[config.mk]
export PLATFORM = sky130hd
export DESIGN_NAME = ciq_irq_mode
export DESIGN_NICKNAME = d
export VERILOG_FILES = /design/src/rtl/ciq_pkg.sv /design/src/rtl/ciq_irq_mode.sv
export VERILOG_INCLUDE_DIRS = /design/src /design/src/rtl
export SDC_FILE = /design/constraint.sdc
export NUM_CORES = 1
export LEC_CHECK = 0
export BUFFER_PORTS_ARGS = -buffer_cell sky130_fd_sc_hd__buf_2
export CAP_MARGIN = 15
export CORE_MARGIN = 2
export CORE_UTILIZATION = 35
export DETAILED_ROUTE_END_ITERATION = 8
export GPL_ROUTABILITY_DRIVEN = 0
export HOLD_SLACK_MARGIN = 0.05
export PLACE_DENSITY = 0.64
export SYNTH_ARGS = -nofsm -noshare
export SYNTH_HDL_FRONTEND = slang
export SYNTH_SLANG_ARGS = --single-unit
[constraint.sdc]
create_clock -name clk_in -period 5.38 [get_ports clk_in]
set_input_delay 1.614 -clock clk_in [delete_from_list [all_inputs] [get_ports clk_in]]
set_output_delay 1.614 -clock clk_in [all_outputs]
set_load 0.01 [all_outputs]
[src/rtl/ciq_cfg.svh]
// Offsets, field positions, reset values and timing counts.
// Included by the design file only, not by the package; definitions only.
`ifndef CIQ_CFG_SVH
`define CIQ_CFG_SVH
`define CIQ_OFF_GLOBAL_CONTROL   8'h00
`define CIQ_OFF_HCFG    8'h04
`define CIQ_OFF_HSTS    8'h08
`define CIQ_OFF_TXSTS   8'h0C
`define CIQ_OFF_FLAGS   8'h10
`define CIQ_OFF_ERRIE   8'h14
`define CIQ_OFF_MODE    8'h18
`define CIQ_OFF_BITCYC  8'h1C
`define CIQ_GC_LOSTIE   0
`define CIQ_GC_GREQ     2:1
`define CIQ_GC_CREQ     4:3
`define CIQ_HC_EN       0
`define CIQ_HC_IE       1
`define CIQ_HC_MODE     2
`define CIQ_HS_CNT      3:0
`define CIQ_HS_FLAG     4
`define CIQ_HS_FULL     5
`define CIQ_HS_POP      8
`define CIQ_RST_BITCYC  16'h0028
`define CIQ_RST_ERRIE   11'h000
`define CIQ_HIST_DEPTH  8
`define CIQ_HIST_THR    6
`define CIQ_FRAME_BITS  160
`define CIQ_T_SLP       3
`define CIQ_T_G_RUN     10
`define CIQ_T_G_HOP     3
`define CIQ_B_G_RST     2
`define CIQ_F_G_HLT     3
`define CIQ_B_C_HLT     3
`define CIQ_B_C_OP      4
`define CIQ_B_C_RST     2
`define CIQ_F_C_HLT     2
`define CIQ_N_SLP       (`CIQ_T_SLP - 2)
`define CIQ_N_G_RUN     (`CIQ_T_G_RUN - 2)
`define CIQ_N_G_HOP     (`CIQ_T_G_HOP - 2)
`define CIQ_N_G_RST     (`CIQ_B_G_RST - 1)
`define CIQ_N_C_HLT     (`CIQ_B_C_HLT - 1)
`define CIQ_N_C_OP      (`CIQ_B_C_OP - 1)
`define CIQ_N_C_RST     (`CIQ_B_C_RST - 1)
`endif

[src/rtl/ciq_pkg.sv]
// Types shared by the interrupt and mode block.
// Assumes nothing beyond a SystemVerilog compiler.
package ciq_pkg;
   typedef enum logic [1:0] {
      ciq_md_reset,
      ciq_md_halt,
      ciq_md_oper,
      ciq_md_sleep
   } ciq_mode_t;
endpackage : ciq_pkg

[src/rtl/ciq_irq_mode.sv]
// CAN interrupt aggregation, history buffer flags and mode timing.
// Assumes an APB master on clk_in, one-cycle event pulses and
// request levels held by their owning blocks, all synchronous.
// How it works
// - History flag feeds the transmit interrupt when its enable is set
// - Transmit interrupt ORs four sources, all shown in tx status
// - Disabling the history buffer leaves its flag set
// - Per-buffer history enable gates flag onto transmit interrupt
// - Mode bit picks flag at six entries or at every entry
// - History overflow raises global error when lost enable set
// - One global control bit enables the entry-lost interrupt
// - Global error ORs length, FIFO lost, entry lost, payload flags
// - Any receive FIFO request raises global receive FIFO interrupt
// - Any receive buffer request raises global receive buffer irq
// - Shared FIFO receive request raises its channel interrupt
// - Channel error interrupt ORs eleven enabled error flags
// - Falling edge on bus receive line sets the wakeup flag
// - ECC correction or double error raises the ECC interrupt
// - Global transitions finish within their cycle or bit limits
// - Global operating to halt ends within three frames
// - Channel transitions finish within their cycle or bit limits
// - Channel halt/op within four bits, op to halt two frames
// - Bit and frame times follow channel 0 nominal bit rate
// - History buffer holds eight; a ninth store is overflow
`include "ciq_cfg.svh"
module ciq_irq_mode #(
   parameter int HIST_DEPTH = `CIQ_HIST_DEPTH,
   parameter int HIST_THR   = `CIQ_HIST_THR,
   parameter int N_RXF      = 2,
   parameter int N_RXB      = 16,
   parameter int FRAME_BITS = `CIQ_FRAME_BITS
) (
   input  wire logic             clk_in,
   input  wire logic             sys_rst_in,
   input  wire logic [7:0]       paddr_in,
   input  wire logic             psel_in,
   input  wire logic             penable_in,
   input  wire logic             pwrite_in,
   input  wire logic [31:0]      pwdata_in,
   output logic      [31:0]      prdata_out,
   output logic                  pready_out,
   output logic                  pslverr_out,
   input  wire logic             tx_done_req_in,
   input  wire logic             tx_abort_req_in,
   input  wire logic             cf_tx_req_in,
   input  wire logic             hist_store_in,
   input  wire logic             dlc_err_in,
   input  wire logic             fifo_lost_in,
   input  wire logic             payload_ovf_in,
   input  wire logic [10:0]      chan_err_ev_in,
   input  wire logic             ecc_sec_in,
   input  wire logic             ecc_ded_in,
   input  wire logic             can_rx_in,
   input  wire logic             bus_idle_in,
   input  wire logic [N_RXF-1:0] rx_fifo_req_in,
   input  wire logic [N_RXB-1:0] rx_buf_req_in,
   input  wire logic             cf_rx_req_in,
   output logic                  irq_rx_fifo_out,
   output logic                  irq_rx_buf_out,
   output logic                  irq_glb_err_out,
   output logic                  irq_tx_out,
   output logic                  irq_cf_rx_out,
   output logic                  irq_ch_err_out,
   output logic                  irq_wakeup_out,
   output logic                  irq_ecc_out,
   output logic      [1:0]       glb_mode_out,
   output logic      [1:0]       chan_mode_out
);
   localparam int HW = $clog2(HIST_DEPTH + 1);
   localparam logic [HW-1:0] DEP = HW'(HIST_DEPTH);
   localparam logic [HW-1:0] THR = HW'(HIST_THR);
   localparam logic [9:0] N_SLP  = 10'(`CIQ_N_SLP);
   localparam logic [9:0] N_GRUN = 10'(`CIQ_N_G_RUN);
   localparam logic [9:0] N_GHOP = 10'(`CIQ_N_G_HOP);
   localparam logic [9:0] N_GRST = 10'(`CIQ_N_G_RST);
   localparam logic [9:0] N_GFRM = 10'((`CIQ_F_G_HLT - 1) * FRAME_BITS);
   localparam logic [9:0] N_CHLT = 10'(`CIQ_N_C_HLT);
   localparam logic [9:0] N_COP  = 10'(`CIQ_N_C_OP);
   localparam logic [9:0] N_CRST = 10'(`CIQ_N_C_RST);
   localparam logic [9:0] N_CFRM = 10'((`CIQ_F_C_HLT - 1) * FRAME_BITS);

   logic                setup;
   logic                wr;
   logic                hit;
   logic [31:0]         rdata;
   logic                lost_ie;
   ciq_pkg::ciq_mode_t  req [2];
   ciq_pkg::ciq_mode_t  mode [2];
   ciq_pkg::ciq_mode_t  tgt [2];
   logic [1:0]          busy;
   logic [1:0]          bitk;
   logic [1:0]          frm;
   logic [9:0]          cnt [2];
   logic                hben;
   logic                hie;
   logic                hmode;
   logic [HW-1:0]       hcnt;
   logic                hflag;
   logic                hfull;
   logic                store;
   logic                pop;
   logic                lost_ev;
   logic                hist_set;
   logic [10:0]         err_ie;
   logic [15:0]         bit_cyc;
   logic [15:0]         bcnt;
   logic                bit_tick;
   logic                rx_prev;
   logic [17:0]         ev;
   logic [17:0]         flg;

   // APB: zero wait states, read data captured in the setup cycle
   assign setup       = psel_in && !penable_in;
   assign wr          = psel_in && penable_in && pwrite_in;
   assign pready_out  = 1'b1;
   assign pslverr_out = psel_in && penable_in && !hit;

   always_comb begin
      rdata = 32'h0000_0000;
      hit   = 1'b1;
      case (paddr_in)
         `CIQ_OFF_GLOBAL_CONTROL: begin
            rdata[`CIQ_GC_LOSTIE] = lost_ie;
            rdata[`CIQ_GC_GREQ]   = req[0];
            rdata[`CIQ_GC_CREQ]   = req[1];
         end
         `CIQ_OFF_HCFG: begin
            rdata[`CIQ_HC_EN]   = hben;
            rdata[`CIQ_HC_IE]   = hie;
            rdata[`CIQ_HC_MODE] = hmode;
         end
         `CIQ_OFF_HSTS: begin
            rdata[`CIQ_HS_CNT]  = 4'(hcnt);
            rdata[`CIQ_HS_FLAG] = hflag;
            rdata[`CIQ_HS_FULL] = hfull;
         end
         `CIQ_OFF_TXSTS: begin
            rdata[3:0] = {hflag, cf_tx_req_in,
                          tx_abort_req_in, tx_done_req_in};
         end
         `CIQ_OFF_FLAGS:  rdata[17:0] = flg;
         `CIQ_OFF_ERRIE:  rdata[10:0] = err_ie;
         `CIQ_OFF_MODE: begin
            rdata[1:0] = mode[0];
            rdata[3:2] = mode[1];
            rdata[5:4] = busy;
         end
         `CIQ_OFF_BITCYC: rdata[15:0] = bit_cyc;
         default:         hit = 1'b0;
      endcase
   end

   always_ff @(posedge clk_in) begin
      if (sys_rst_in) begin
         prdata_out <= 32'h0000_0000;
      end else if (setup) begin
         prdata_out <= rdata;
      end
   end

   // Control registers
   always_ff @(posedge clk_in) begin
      if (sys_rst_in) begin
         lost_ie <= 1'b0;
         req[0]  <= ciq_pkg::ciq_md_sleep;
         req[1]  <= ciq_pkg::ciq_md_sleep;
      end else if (wr && paddr_in == `CIQ_OFF_GLOBAL_CONTROL) begin
         lost_ie <= pwdata_in[`CIQ_GC_LOSTIE];
         req[0]  <= ciq_pkg::ciq_mode_t'(pwdata_in[`CIQ_GC_GREQ]);
         req[1]  <= ciq_pkg::ciq_mode_t'(pwdata_in[`CIQ_GC_CREQ]);
      end
   end

   always_ff @(posedge clk_in) begin
      if (sys_rst_in) begin
         hben  <= 1'b0;
         hie   <= 1'b0;
         hmode <= 1'b0;
      end else if (wr && paddr_in == `CIQ_OFF_HCFG) begin
         hben  <= pwdata_in[`CIQ_HC_EN];
         hie   <= pwdata_in[`CIQ_HC_IE];
         hmode <= pwdata_in[`CIQ_HC_MODE];
      end
   end

   always_ff @(posedge clk_in) begin
      if (sys_rst_in) begin
         err_ie  <= `CIQ_RST_ERRIE;
         bit_cyc <= `CIQ_RST_BITCYC;
      end else if (wr && paddr_in == `CIQ_OFF_ERRIE) begin
         err_ie  <= pwdata_in[10:0];
      end else if (wr && paddr_in == `CIQ_OFF_BITCYC) begin
         bit_cyc <= pwdata_in[15:0];
      end
   end

   // Transmit history occupancy; entries themselves live elsewhere
   assign store = hist_store_in && hben;
   assign pop   = wr && paddr_in == `CIQ_OFF_HSTS
                  && pwdata_in[`CIQ_HS_POP] && hcnt != '0;
   assign hfull = hcnt == DEP;
   assign lost_ev = store && hfull && !pop;
   assign hist_set = store && (hmode || (!pop && hcnt == THR - 1'b1));

   always_ff @(posedge clk_in) begin
      if (sys_rst_in || !hben) begin
         hcnt <= '0;
      end else if (store && !pop && !hfull) begin
         hcnt <= hcnt + 1'b1;
      end else if (pop && !store) begin
         hcnt <= hcnt - 1'b1;
      end
   end

   // Set wins over the software clear; disabling never clears it
   always_ff @(posedge clk_in) begin
      if (sys_rst_in) begin
         hflag <= 1'b0;
      end else if (hist_set) begin
         hflag <= 1'b1;
      end else if (wr && paddr_in == `CIQ_OFF_HSTS
                   && pwdata_in[`CIQ_HS_FLAG]) begin
         hflag <= 1'b0;
      end
   end

   // Sticky event flags, cleared by writing ones
   always_ff @(posedge clk_in) begin
      if (sys_rst_in) begin
         rx_prev <= 1'b1;
      end else begin
         rx_prev <= can_rx_in;
      end
   end

   assign ev = {ecc_ded_in, ecc_sec_in,
                rx_prev && !can_rx_in,
                chan_err_ev_in, payload_ovf_in, lost_ev,
                fifo_lost_in, dlc_err_in};

   for (genvar i = 0; i < 18; i++) begin : g_flag
      always_ff @(posedge clk_in) begin
         if (sys_rst_in) begin
            flg[i] <= 1'b0;
         end else if (ev[i]) begin
            flg[i] <= 1'b1;
         end else if (wr && paddr_in == `CIQ_OFF_FLAGS && pwdata_in[i]) begin
            flg[i] <= 1'b0;
         end
      end
   end

   // Interrupt outputs, registered for glitch-free levels
   always_ff @(posedge clk_in) begin
      if (sys_rst_in) begin
         irq_rx_fifo_out <= 1'b0;
         irq_rx_buf_out  <= 1'b0;
         irq_glb_err_out <= 1'b0;
         irq_tx_out      <= 1'b0;
         irq_cf_rx_out   <= 1'b0;
         irq_ch_err_out  <= 1'b0;
         irq_wakeup_out  <= 1'b0;
         irq_ecc_out     <= 1'b0;
      end else begin
         irq_rx_fifo_out <= |rx_fifo_req_in;
         irq_rx_buf_out  <= |rx_buf_req_in;
         irq_glb_err_out <= flg[0] || flg[1] || flg[3]
                            || (flg[2] && lost_ie);
         irq_tx_out      <= tx_done_req_in || tx_abort_req_in
                            || cf_tx_req_in || (hflag && hie);
         irq_cf_rx_out   <= cf_rx_req_in;
         irq_ch_err_out  <= |(flg[14:4] & err_ie);
         irq_wakeup_out  <= flg[15];
         irq_ecc_out     <= flg[16] || flg[17];
      end
   end

   // Nominal bit tick of channel 0 drives all bit and frame counts
   always_ff @(posedge clk_in) begin
      if (sys_rst_in || bit_tick) begin
         bcnt <= 16'h0000;
      end else begin
         bcnt <= bcnt + 16'h0001;
      end
   end

   assign bit_tick = bcnt + 16'h0001 >= bit_cyc;

   function automatic logic legal(input ciq_pkg::ciq_mode_t f,
                                  input ciq_pkg::ciq_mode_t t);
      return f != t
             && !(f == ciq_pkg::ciq_md_sleep && t != ciq_pkg::ciq_md_reset)
             && !(t == ciq_pkg::ciq_md_sleep && f != ciq_pkg::ciq_md_reset);
   endfunction : legal

   // Returns {bit kind, frame kind, count}
   function automatic logic [11:0] wait_of(input logic ch,
                                          input ciq_pkg::ciq_mode_t f,
                                          input ciq_pkg::ciq_mode_t t);
      logic [11:0] w;
      w = {2'b00, N_SLP};
      case (t)
         ciq_pkg::ciq_md_reset: begin
            if (f != ciq_pkg::ciq_md_sleep) begin
               w = {2'b10, ch ? N_CRST : N_GRST};
            end
         end
         ciq_pkg::ciq_md_halt: begin
            if (f == ciq_pkg::ciq_md_reset) begin
               w = ch ? {2'b10, N_CHLT} : {2'b00, N_GRUN};
            end else begin
               w = {2'b11, ch ? N_CFRM : N_GFRM};
            end
         end
         ciq_pkg::ciq_md_oper: begin
            if (f == ciq_pkg::ciq_md_reset) begin
               w = ch ? {2'b10, N_COP} : {2'b00, N_GRUN};
            end else begin
               w = ch ? {2'b10, N_COP} : {2'b00, N_GHOP};
            end
         end
         default: begin
            w = {2'b00, N_SLP};
         end
      endcase
      return w;
   endfunction : wait_of

   // Unit 0 is the global mode, unit 1 the channel mode
   for (genvar u = 0; u < 2; u++) begin : g_mode
      logic [11:0] w;
      assign w = wait_of(1'(u), mode[u], req[u]);
      always_ff @(posedge clk_in) begin
         if (sys_rst_in) begin
            mode[u] <= ciq_pkg::ciq_md_sleep;
            tgt[u]  <= ciq_pkg::ciq_md_sleep;
            busy[u] <= 1'b0;
            bitk[u] <= 1'b0;
            frm[u]  <= 1'b0;
            cnt[u]  <= 10'h000;
         end else if (!busy[u]) begin
            if (legal(mode[u], req[u])) begin
               busy[u] <= 1'b1;
               tgt[u]  <= req[u];
               bitk[u] <= w[11];
               frm[u]  <= w[10];
               cnt[u]  <= w[9:0];
            end
         end else if (bitk[u] ? bit_tick : 1'b1) begin
            // Halt waits for bus idle, bounded by whole frames
            if (cnt[u] <= 10'h001 || (frm[u] && bus_idle_in)) begin
               mode[u] <= tgt[u];
               busy[u] <= 1'b0;
            end else begin
               cnt[u] <= cnt[u] - 10'h001;
            end
         end
      end
   end

   assign glb_mode_out  = mode[0];
   assign chan_mode_out = mode[1];
endmodule : ciq_irq_mode

* Word level (Yosys, flattened, before mapping) *
Memories as Yosys holds them, arrays and structs flattened.
Index checks and enable logic that the tools add are counted.

operators by class
  reductions and logical operators = 112
  mux-type cells = 104
  bitwise logic cells = 14
  add/sub/neg operators = 5
  eq/ne operators = 21
  magnitude comparators = 3

operator list
  operator                                                                number
  1-bit 2-to-1 mux                                                        78
  12-bit case mux with 3 select lines                                     2
  1-bit logical AND                                                       52
  2-bit nonzero test                                                      24
  10-bit 2-to-1 mux                                                       4
  12-bit 2-to-1 mux                                                       3
  8-bit by 5-bit equality test with 1-bit output, second input constant   4
  3-bit case mux with 8 select lines                                      1
  10-bit by 1-bit <= comparator with 1-bit output, second input constant  2
  10-bit by 1-bit subtractor with 10-bit output, second input constant    2
  16-bit by 1-bit adder with 16-bit output, second input constant         1
  8-bit by 4-bit equality test with 1-bit output, second input constant   2
  16-bit greater-or-equal comparator                                      1
  16-bit OR reduction                                                     1
  5-bit case mux with 3 select lines                                      1
  2-bit 2-to-1 mux                                                        7
  2-bit equality test, second input constant                              6
  1-bit logical OR                                                        12
  4-bit 2-to-1 mux                                                        3
  11-bit AND                                                              1
  1-bit logical NOT                                                       11
  11-bit 2-to-1 mux                                                       1
  11-bit OR reduction                                                     1
  1-bit OR                                                                10
  19 further kinds                                                        29

word-level totals
  memory bits (writable) = 32
  logic and storage cells = 306
  flip-flop bits (word level) = 103
  memories = 4

memories
  memory  depth  bits a word  rd ports  clocked after Yosys merged registers in  write ports  line                RTL
  cnt     2      10           2         0                                        2            ciq_irq_mode.sv:93  logic [9:0] cnt [2];
  mode    2      2            2         0                                        2            ciq_irq_mode.sv:88  ciq_pkg::ciq_mode_t mode [2];
  req     2      2            2         0                                        2            ciq_irq_mode.sv:87  ciq_pkg::ciq_mode_t req [2];
  tgt     2      2            2         0                                        2            ciq_irq_mode.sv:89  ciq_pkg::ciq_mode_t tgt [2];

* Depth between registers and ports, before layout *
Gate-level depths: netlist (run 1).
An unclocked memory read counts as a cell.

  depth in word-level cells = 12
  depth in mapped cells = 13

* Worst setup path before layout (run 1) *
OpenSTA, ideal clock, no wires.

  kind = register to register
  start point = register bcnt[0]
  end point = memory cnt[1][0], enable pin
  setup slack = 1258 ps
  path buffers = 1
  arrival = 3731 ps
  data required time = 4989 ps
  library setup time = 391 ps
  cell stages (with the launch flop) = 13
  cells stage by stage = dfxtp_1 -> ha_1 -> nand3_1 -> nor3_1 -> nand3_1 -> xnor2_1 -> ha_1 -> and4_4 -> nand4_1 -> or4_4 -> a31o_2 -> clkbuf_1 -> o21ai_0

RTL lines
  item                      line                 RTL
  start: declaration        ciq_irq_mode.sv:106  logic [15:0] bcnt;
  start signal: assignment  ciq_irq_mode.sv:283  bcnt <= bcnt + 16'h0001;
  end: declaration          ciq_irq_mode.sv:93

* Final worst setup path (run 1) *
  start point = input paddr_in[4]
  end point = register hcnt[3]

between the ends
  word-level cells in the longest chain between the ends = 8
  elaborated cells between the ends (all ways) = 10

ends and longest elaborated chain
  item                                                           line                 RTL
  start: declaration                                             ciq_irq_mode.sv:35   input wire logic [7:0] paddr_in,
  8-bit by 4-bit equality test with 1-bit output (*)             n/a
  1-bit logical AND (no source line) (*)                         n/a
  1-bit logical AND (*) (2 in a row)                             ciq_irq_mode.sv:199  assign pop = wr && paddr_in == `CIQ_OFF_HSTS
  1-bit logical NOT                                              ciq_irq_mode.sv:208  end else if (store && !pop && !hfull) begin
  1-bit logical AND (2 in a row)                                 ciq_irq_mode.sv:208
  4-bit 2-to-1 mux / 2-bit nonzero test (equally long branches)  n/a
  end signal: assignment                                         ciq_irq_mode.sv:209  hcnt <= hcnt + 1'b1;
  end signal: assignment                                         ciq_irq_mode.sv:211  hcnt <= hcnt - 1'b1;
  end: declaration                                               ciq_irq_mode.sv:97   logic [HW-1:0] hcnt;

Every way passes the cells marked *; elsewhere a longest branch is shown, timed or not.
A chain may end at the register's enable or synchronous reset.

==> flow_summary.yaml, run 1 <==
outcome:
  status: "complete, no violations"
clocking:
  clkSlewWorstSetupHoldPaths_ns: 0.06
  clock_tree.htree_level_count: 4
  numClockSinks: 135
  tritoncts: "yes"
  clock_tree.buffer_depth: 2
  count_of_hold_buffers_inserted_by_post_cts_repair: 0
  cts_root_buffer: "clkbuf_16"
  cts-resized-gates: 0
  cts_inserted_buffers: 17
  post_cts_buffers: 0
  clock_latency_ns: 0.42
pwr:
  power_frac_comb: 0.082
  static-leakage-power_nw: 3.11
  sw_frac_of_total: 0.238
  pwr-share-clk: 0.460
  vdd_drop_max_mv: 0.215
  share_seq_of_total_power: 0.457
  power.density_nw_per_um2: 300
  power.net_switching_mw: 0.578
  internal_power_mw: 1.85
drt:
  postRouteAntennaNets: 0
  wl_met2_mm: 7.80
  drt_pass1_iterations: 6
  routed_wirelength_mm: 17.7
  drtIter0Drc: 469
  avgRoutedWirePerCell_um: 15.6
  post-route-drc-count: 0
  route.vias.total: 5946
  highest-signal-layer: "met4"
  vias_per_cell: 5.24
  met3_wirelength_mm: 1.28
  wl_met1_mm: 8.35
timing:
  setup_failing_eps_final: 0
  final-hold-violation-count: 0
  maxSlewViolCount: 0
  relative_max_transition_margin: 0.377
  setup_ws_ns: 0.957
  grt_setup_unrepaired: "false"
  layout_worst_path_cycle_share: 0.822
  fin_worst_skew_ns: 0.00762
  setup_tns_ns: 0
  timing.final.crit_period_ns: 4.42
  fmaxAchievable_ghz: 0.226
  worstMarginPinSlew_ns: 0.922
logic_synthesis:
  async_flop_share: 0
  synth-seq-cells: 135
  number_of_distinct_library_cells_after_synthesis: 65
  postSynthAreaPerCell_um2: 8.79
  synth_top_cell_area_share: 0.303
  postSynth.topFlopCell: "dfxtp_1"
  summed_instance_area_of_the_synthesized_netlist_um2: 6800
  gate_count_after_technology_mapping: 774
  synth.top_cells.by_area: "dfxtp_1 (30%), edfxtp_1 (14%), a21oi_1 (5.0%), ha_1 (5.0%), nand2_1 (4.7%)"
  ys.warnings.count: 0
  number_of_synthesized_flops_with_an_enable_pin: 32
  yosysSeqAreaShare: 0.444
  synth.largest_area_cell: "dfxtp_1"
critical_path:
  critPathTopFamily: "simple AND/OR/NAND/NOR gates"
  timing.critical_path.slowest_cell_delay_ns: 0.63
  timing_worst_setup_path_type: "in -> reg"
  worst-path-max-fanout: 22
  critical_path.endpoint_type: "flip-flop"
  critPathRequiredTime_ns: 5.73
  crit_path_frequent_cell: "a21o_1"
  worst-path-buf-inv: 2
  setup.worst_path.start_class: "input pin"
  path_cells: "buf_2 > nor4_1 > nand4_1 > o211a_1 > inv_1 > ha_1 > a21o_1 > a21o_1 > or4_1 > a21o_1 > a31oi_1"
  critical_path_arrival_ns: 4.77
  critical_path.slowest_cell: "nor4_1"
global_routing:
  grt_pass1_vias: 5399
  grtUsageTotal: 0.172
  grt_start_max_net_pins: 81
  grt_first_pass_wirelength_mm: 27.7
  antenna_found_initial: 0
  globalRouteOverflowTotal: 0
die:
  die_w_um: 143
  placementRows: 50
  die_area_um2: 20600
  num_io_pins: 132
  initial_utilization: 0.360
  floorplan.die.height_um: 143
  core_area_um2: 18900
layout:
  antenna_cells_inserted: 0
  design.final.nets: 978
  final_layout_size_suffix_gt1_frac: 0.178
  multi_input_gate_area_um2: 3420
  regArea_um2: 3020
  mostFrequentLayoutCell: "dfxtp_1"
  area.growth.synth_to_final_pct: 18.8
  layout_common_cells: "dfxtp_1 (103), buf_2 (102), nand2_1 (85)"
  fillerInstances: 1934
placed_design:
  detailedPlacementHpwl_mm: 12.9
  place.port_buffers: 102
  detailedPlace.worstSlack_ns: 0.560
flow_run:
  max_cap_violations: 0
worst_hold_path:
  hold_class: "reg -> reg"
==> layout make-up <==
type                            instances  share of cell area
Inverter                               38              0.0177
Sequential cell                       135               0.374
Multi-Input combinational cell        558               0.423
Clock buffer                           25              0.0667
Timing Repair Buffer                  114              0.0743
Clock inverter                          5             0.00403
Tap cell                              260              0.0403
==> per-stage QoR <==
| stage | hold slack (ns) | power (mW) | instance area, um^2 | util | std cells |
|---|---|---|---|---|---|
| after floorplan | 0.426 | 1.25 | 6850 | - | 787 |
| after global placement | 0.432 | 1.33 | 7500 | 0.397 | 1104 |
| after detailed placement | 0.444 | 1.33 | 7500 | 0.397 | 1104 |
| after CTS | 0.453 | 2.45 | 8070 | 0.427 | 1134 |
| after global routing | 0.474 | 2.51 | 8080 | 0.428 | 1135 |
| final | 0.450 | 2.43 | 8080 | 0.428 | 1135 |
==> path summary, 6_finish.rpt <==
path	start	endpoint	slack (ns)	cells after the start
worst max-delay path	paddr_in[4]	hcnt[3]	0.96	11
worst min-delay path	prdata_out[17]	prdata_out[17]	0.45	2
worst max register to register	bcnt[0]	cnt[0][4]	0.98	12
worst min register to register	prdata_out[17]	prdata_out[17]	0.45	2
==> per-layer routing <==
layer,GRT usage,vias to the layer above
met5,0,-
met3,0.0447,25
li1,-,2939
met1,0.245,2775
met2,0.256,207
met4,0.0547,0
==> flip-flops by register name, summed over array words and instances, names as in the netlist, 4 cells and up <==
register,cells
mode,4
hcnt,4
flg,18
cnt,20
bcnt,16
req,4
bit_cyc,16
prdata_out,18
tgt,4
err_ie,11
==> cells in the mapped netlist, drive strengths merged, types with 6 or more instances <==
| library cell | instances |
|---|---|
| nor2 | 54 |
| o31ai | 7 |
| nand2 | 85 |
| nor3 | 30 |
| ha | 27 |
| and3 | 7 |
| a2111oi | 7 |
| edfxtp | 32 |
| inv | 38 |
| clkbuf | 31 |
| xor2 | 16 |
| o21ai | 19 |
| nand2b | 6 |
| nand3 | 51 |
| nor4 | 15 |
| dfxtp | 103 |
| nor2b | 18 |
| a22oi | 6 |
| or4 | 9 |
| or3 | 10 |
| xnor2 | 18 |
| nand4 | 7 |
| buf | 25 |
| a221oi | 11 |
| a22o | 10 |
| a21oi | 68 |
==> cell families (layout without fill, tap and decap cells) <==
family	after synthesis	in the layout	share of synthesized area
AO/OA/AOI/OAI	165	165	0.161
XOR/XNOR	34	34	0.0438
adder cells (fa/ha/maj)	28	28	0.0526
buffers and inverters	94	182	0.0613
flip-flops	135	135	0.444
multiplexers	8	8	0.0123
other	2	15	0.00110
AND/OR/NAND/NOR	308	308	0.224
==> worst register-to-register path: stages, from the launching register on <==
cell and delay, ns:
dfxtp_1 0.40, ha_1 0.22, nand3_1 0.17, nor3_1 0.42, nand3_1 0.15, xnor2_1 0.17
ha_1 0.32, and4_4 0.27, nand4_1 0.13, or4_4 0.57, and3_1 0.37, o21ai_0 0.65
buf_4 0.28
==> power groups by stage <==
stage	Sequential, mW	Clock [mW]	Combinational (mW)
after floorplan	1.12	0	0.132
after global placement	1.13	0	0.197
after detailed placement	1.13	0	0.198
after CTS	1.11	1.14	0.199
after global routing	1.11	1.17	0.223
final	1.11	1.12	0.199
Power figures use the tool's default switching activity.
==> run 2: changes to the inputs <==
clock period = 4.1 ns   (was 5.38 ns; I/O delays follow)
==> run 2 against run 1 <==
- design area is 1.7% higher
- final cell count is 0.88% higher
- utilization is 0.74 points higher
- clock skew is 0.0029 ns higher
- global-route usage is 0.38 points higher
- sequential power is 32% higher
- first-iteration DRC count is 14% higher
- non-clock buffer count is 8 higher
- clock power is 47% higher
- worst setup slack worse by 0.67 ns
- hold slack better by 0.0010 ns
- sequential share of layout area is 0.63 points lower
==> flow_summary.yaml, run 2 (synthesized netlist as in run 1, its figures left out) <==
timing:
  fmaxAchievable_ghz: 0.262
  final-hold-violation-count: 0
  layout_worst_path_cycle_share: 0.931
  setup_failing_eps_final: 0
  relative_max_transition_margin: 0.494
  setup_tns_ns: 0
  fin_worst_skew_ns: 0.0105
  holdWs_ns: 0.451
  setup_ws_ns: 0.284
  timing.final.crit_period_ns: 3.82
  worstMarginPinSlew_ns: 0.759
  maxSlewViolCount: 0
  grt_setup_unrepaired: "false"
placed_design:
  place.port_buffers: 102
  place_inst: 1113
  detailedPlace.worstSlack_ns: 0.298
  detailedPlacementHpwl_mm: 13.1
layout:
  antenna_cells_inserted: 0
  layout_common_cells: "dfxtp_1 (103), buf_2 (102), nand2_1 (85)"
  largest-register: "cnt"
  area.growth.synth_to_final_pct: 20.8
  final_layout_size_suffix_gt1_frac: 0.191
  mostFrequentLayoutCell: "dfxtp_1"
  post_layout_nonfiller_instances: 1145
  largestRegisters: "cnt x20, flg x18, prdata_out x18"
  fillerInstances: 1927
  design.final.nets: 986
  largest_register_ffs: 20
drt:
  route.vias.total: 5971
  drtIter0Drc: 537
  post-route-drc-count: 0
  avgRoutedWirePerCell_um: 15.5
  vias_per_cell: 5.21
  postRouteAntennaNets: 0
  drt_pass1_iterations: 5
  routed_wirelength_mm: 17.8
critical_path:
  worst-path-buf-inv: 1
  worst_r2r_startpoint: "bcnt[0]"
  timing.critical_path.slowest_cell_delay_ns: 0.56
  path_cells: "ha_1 > nand3_1 > nor3_1 > nand3_1 > xnor2_1 > ha_1 > and4_4 > nand4_1 > or4_4 > and3_1 > buf_4 > o21ai_0"
  critical_path.endpoint_type: "flip-flop"
  critical_path_arrival_ns: 3.91
  critical_path.slowest_cell: "or4_4"
  worst-path-max-fanout: 9
  critPathTopFamily: "simple AND/OR/NAND/NOR gates"
  worst_setup_startpoint: "bcnt[0]"
  setup.worst_path.start_class: "flip-flop"
  critPathRequiredTime_ns: 4.20
  timing_worst_setup_path_type: "reg -> reg"
die:
  num_io_pins: 132
  core_area_um2: 18900
  die_w_um: 143
  placementRows: 50
  floorplan.die.height_um: 143
  die_area_um2: 20600
  initial_utilization: 0.360
pwr:
  share_seq_of_total_power: 0.432
  power_mw: 3.37
  power.density_nw_per_um2: 410
  pwr-share-clk: 0.489
  power.net_switching_mw: 0.815
  internal_power_mw: 2.55
  static-leakage-power_nw: 3.18
  sw_frac_of_total: 0.242
  vdd_drop_max_mv: 0.364
  power_frac_comb: 0.079
global_routing:
  grtUsageTotal: 0.176
  antenna_found_initial: 0
  grt_pass1_vias: 5414
  globalRouteOverflowTotal: 0
  grt_start_max_net_pins: 36
  grt_first_pass_wirelength_mm: 28.3
clocking:
  clock_tree.htree_level_count: 4
  cts_inserted_buffers: 17
  clock_latency_ns: 0.43
  cts_root_buffer: "clkbuf_16"
  numClockSinks: 135
  post_cts_buffers: 0
  clkSlewWorstSetupHoldPaths_ns: 0.06
  tritoncts: "yes"
  clock_tree.buffer_depth: 2
worst_hold_path:
  hold_class: "reg -> reg"
  hold_path_startpoint: "prdata_out[17]"
flow_run:
  max_cap_violations: 0
outcome:
  status: "complete, no violations"
==> run 2: cell count changes in the layout (fill, tap and decap cells not counted), sizes merged <==
cell	change
clkinvlp	+2
buf	+8
inv	+4
clkinv	-3
bufinv	+2
clkbuf	-3
==> run 2: cell type report <==
cell class              count  area [um^2]  area share
clock buffers              22          518      0.0630
clock inverters            10          126      0.0154
inverters                  38          143      0.0174
multi-input cells         558         3420       0.417
flip-flops and latches    135         3020       0.368
well taps                 260          325      0.0396
repair buffers            122          661      0.0804
==> run 2: routing by layer <==
layer | wire [um] | part of all wire | global-route usage
met4 | 297 | 0.017 | 0.0568
met5 | 0 | 0 | 0
met3 | 1040 | 0.058 | 0.0390
met2 | 7860 | 0.44 | 0.259
met1 | 8560 | 0.48 | 0.256
==> run 2: stage by stage <==
stage,cell area (um^2),utilization
final,8220,0.435
after global routing,8220,0.435
after CTS,8210,0.435
after detailed placement,7570,0.401
after global placement,7570,0.401
after floorplan,6850,-
==> run 2: what timing repair did <==
item                                    CTS  global route
hold buffers                              0             0
endpoints found under the setup margin    0             2
gates resized for setup                   0             1
endpoints found under the hold margin     0             0
==> run 2: worst paths after layout <==
check                         to  slack (ns)  cells after the start
setup / recovery      mode[0][0]        0.28                     12
hold / removal    prdata_out[17]        0.45                      2
setup reg to reg      mode[0][0]        0.28                     12
hold reg to reg   prdata_out[17]        0.45                      2
==> run 2: worst min-delay path: stages (launching register included) <==
cell     delay (ns)
dfxtp_1        0.31
nand2_1        0.05
a21oi_1        0.05
==> run 2: power groups by stage <==
stage                     Sequential [mW]  Combinational, mW  Clock [mW]
final                                1.46              0.266        1.65
after global routing                 1.46              0.300        1.72
after CTS                            1.45              0.266        1.66
after detailed placement             1.48              0.264           0
after global placement               1.48              0.263           0
after floorplan                      1.47              0.174           0
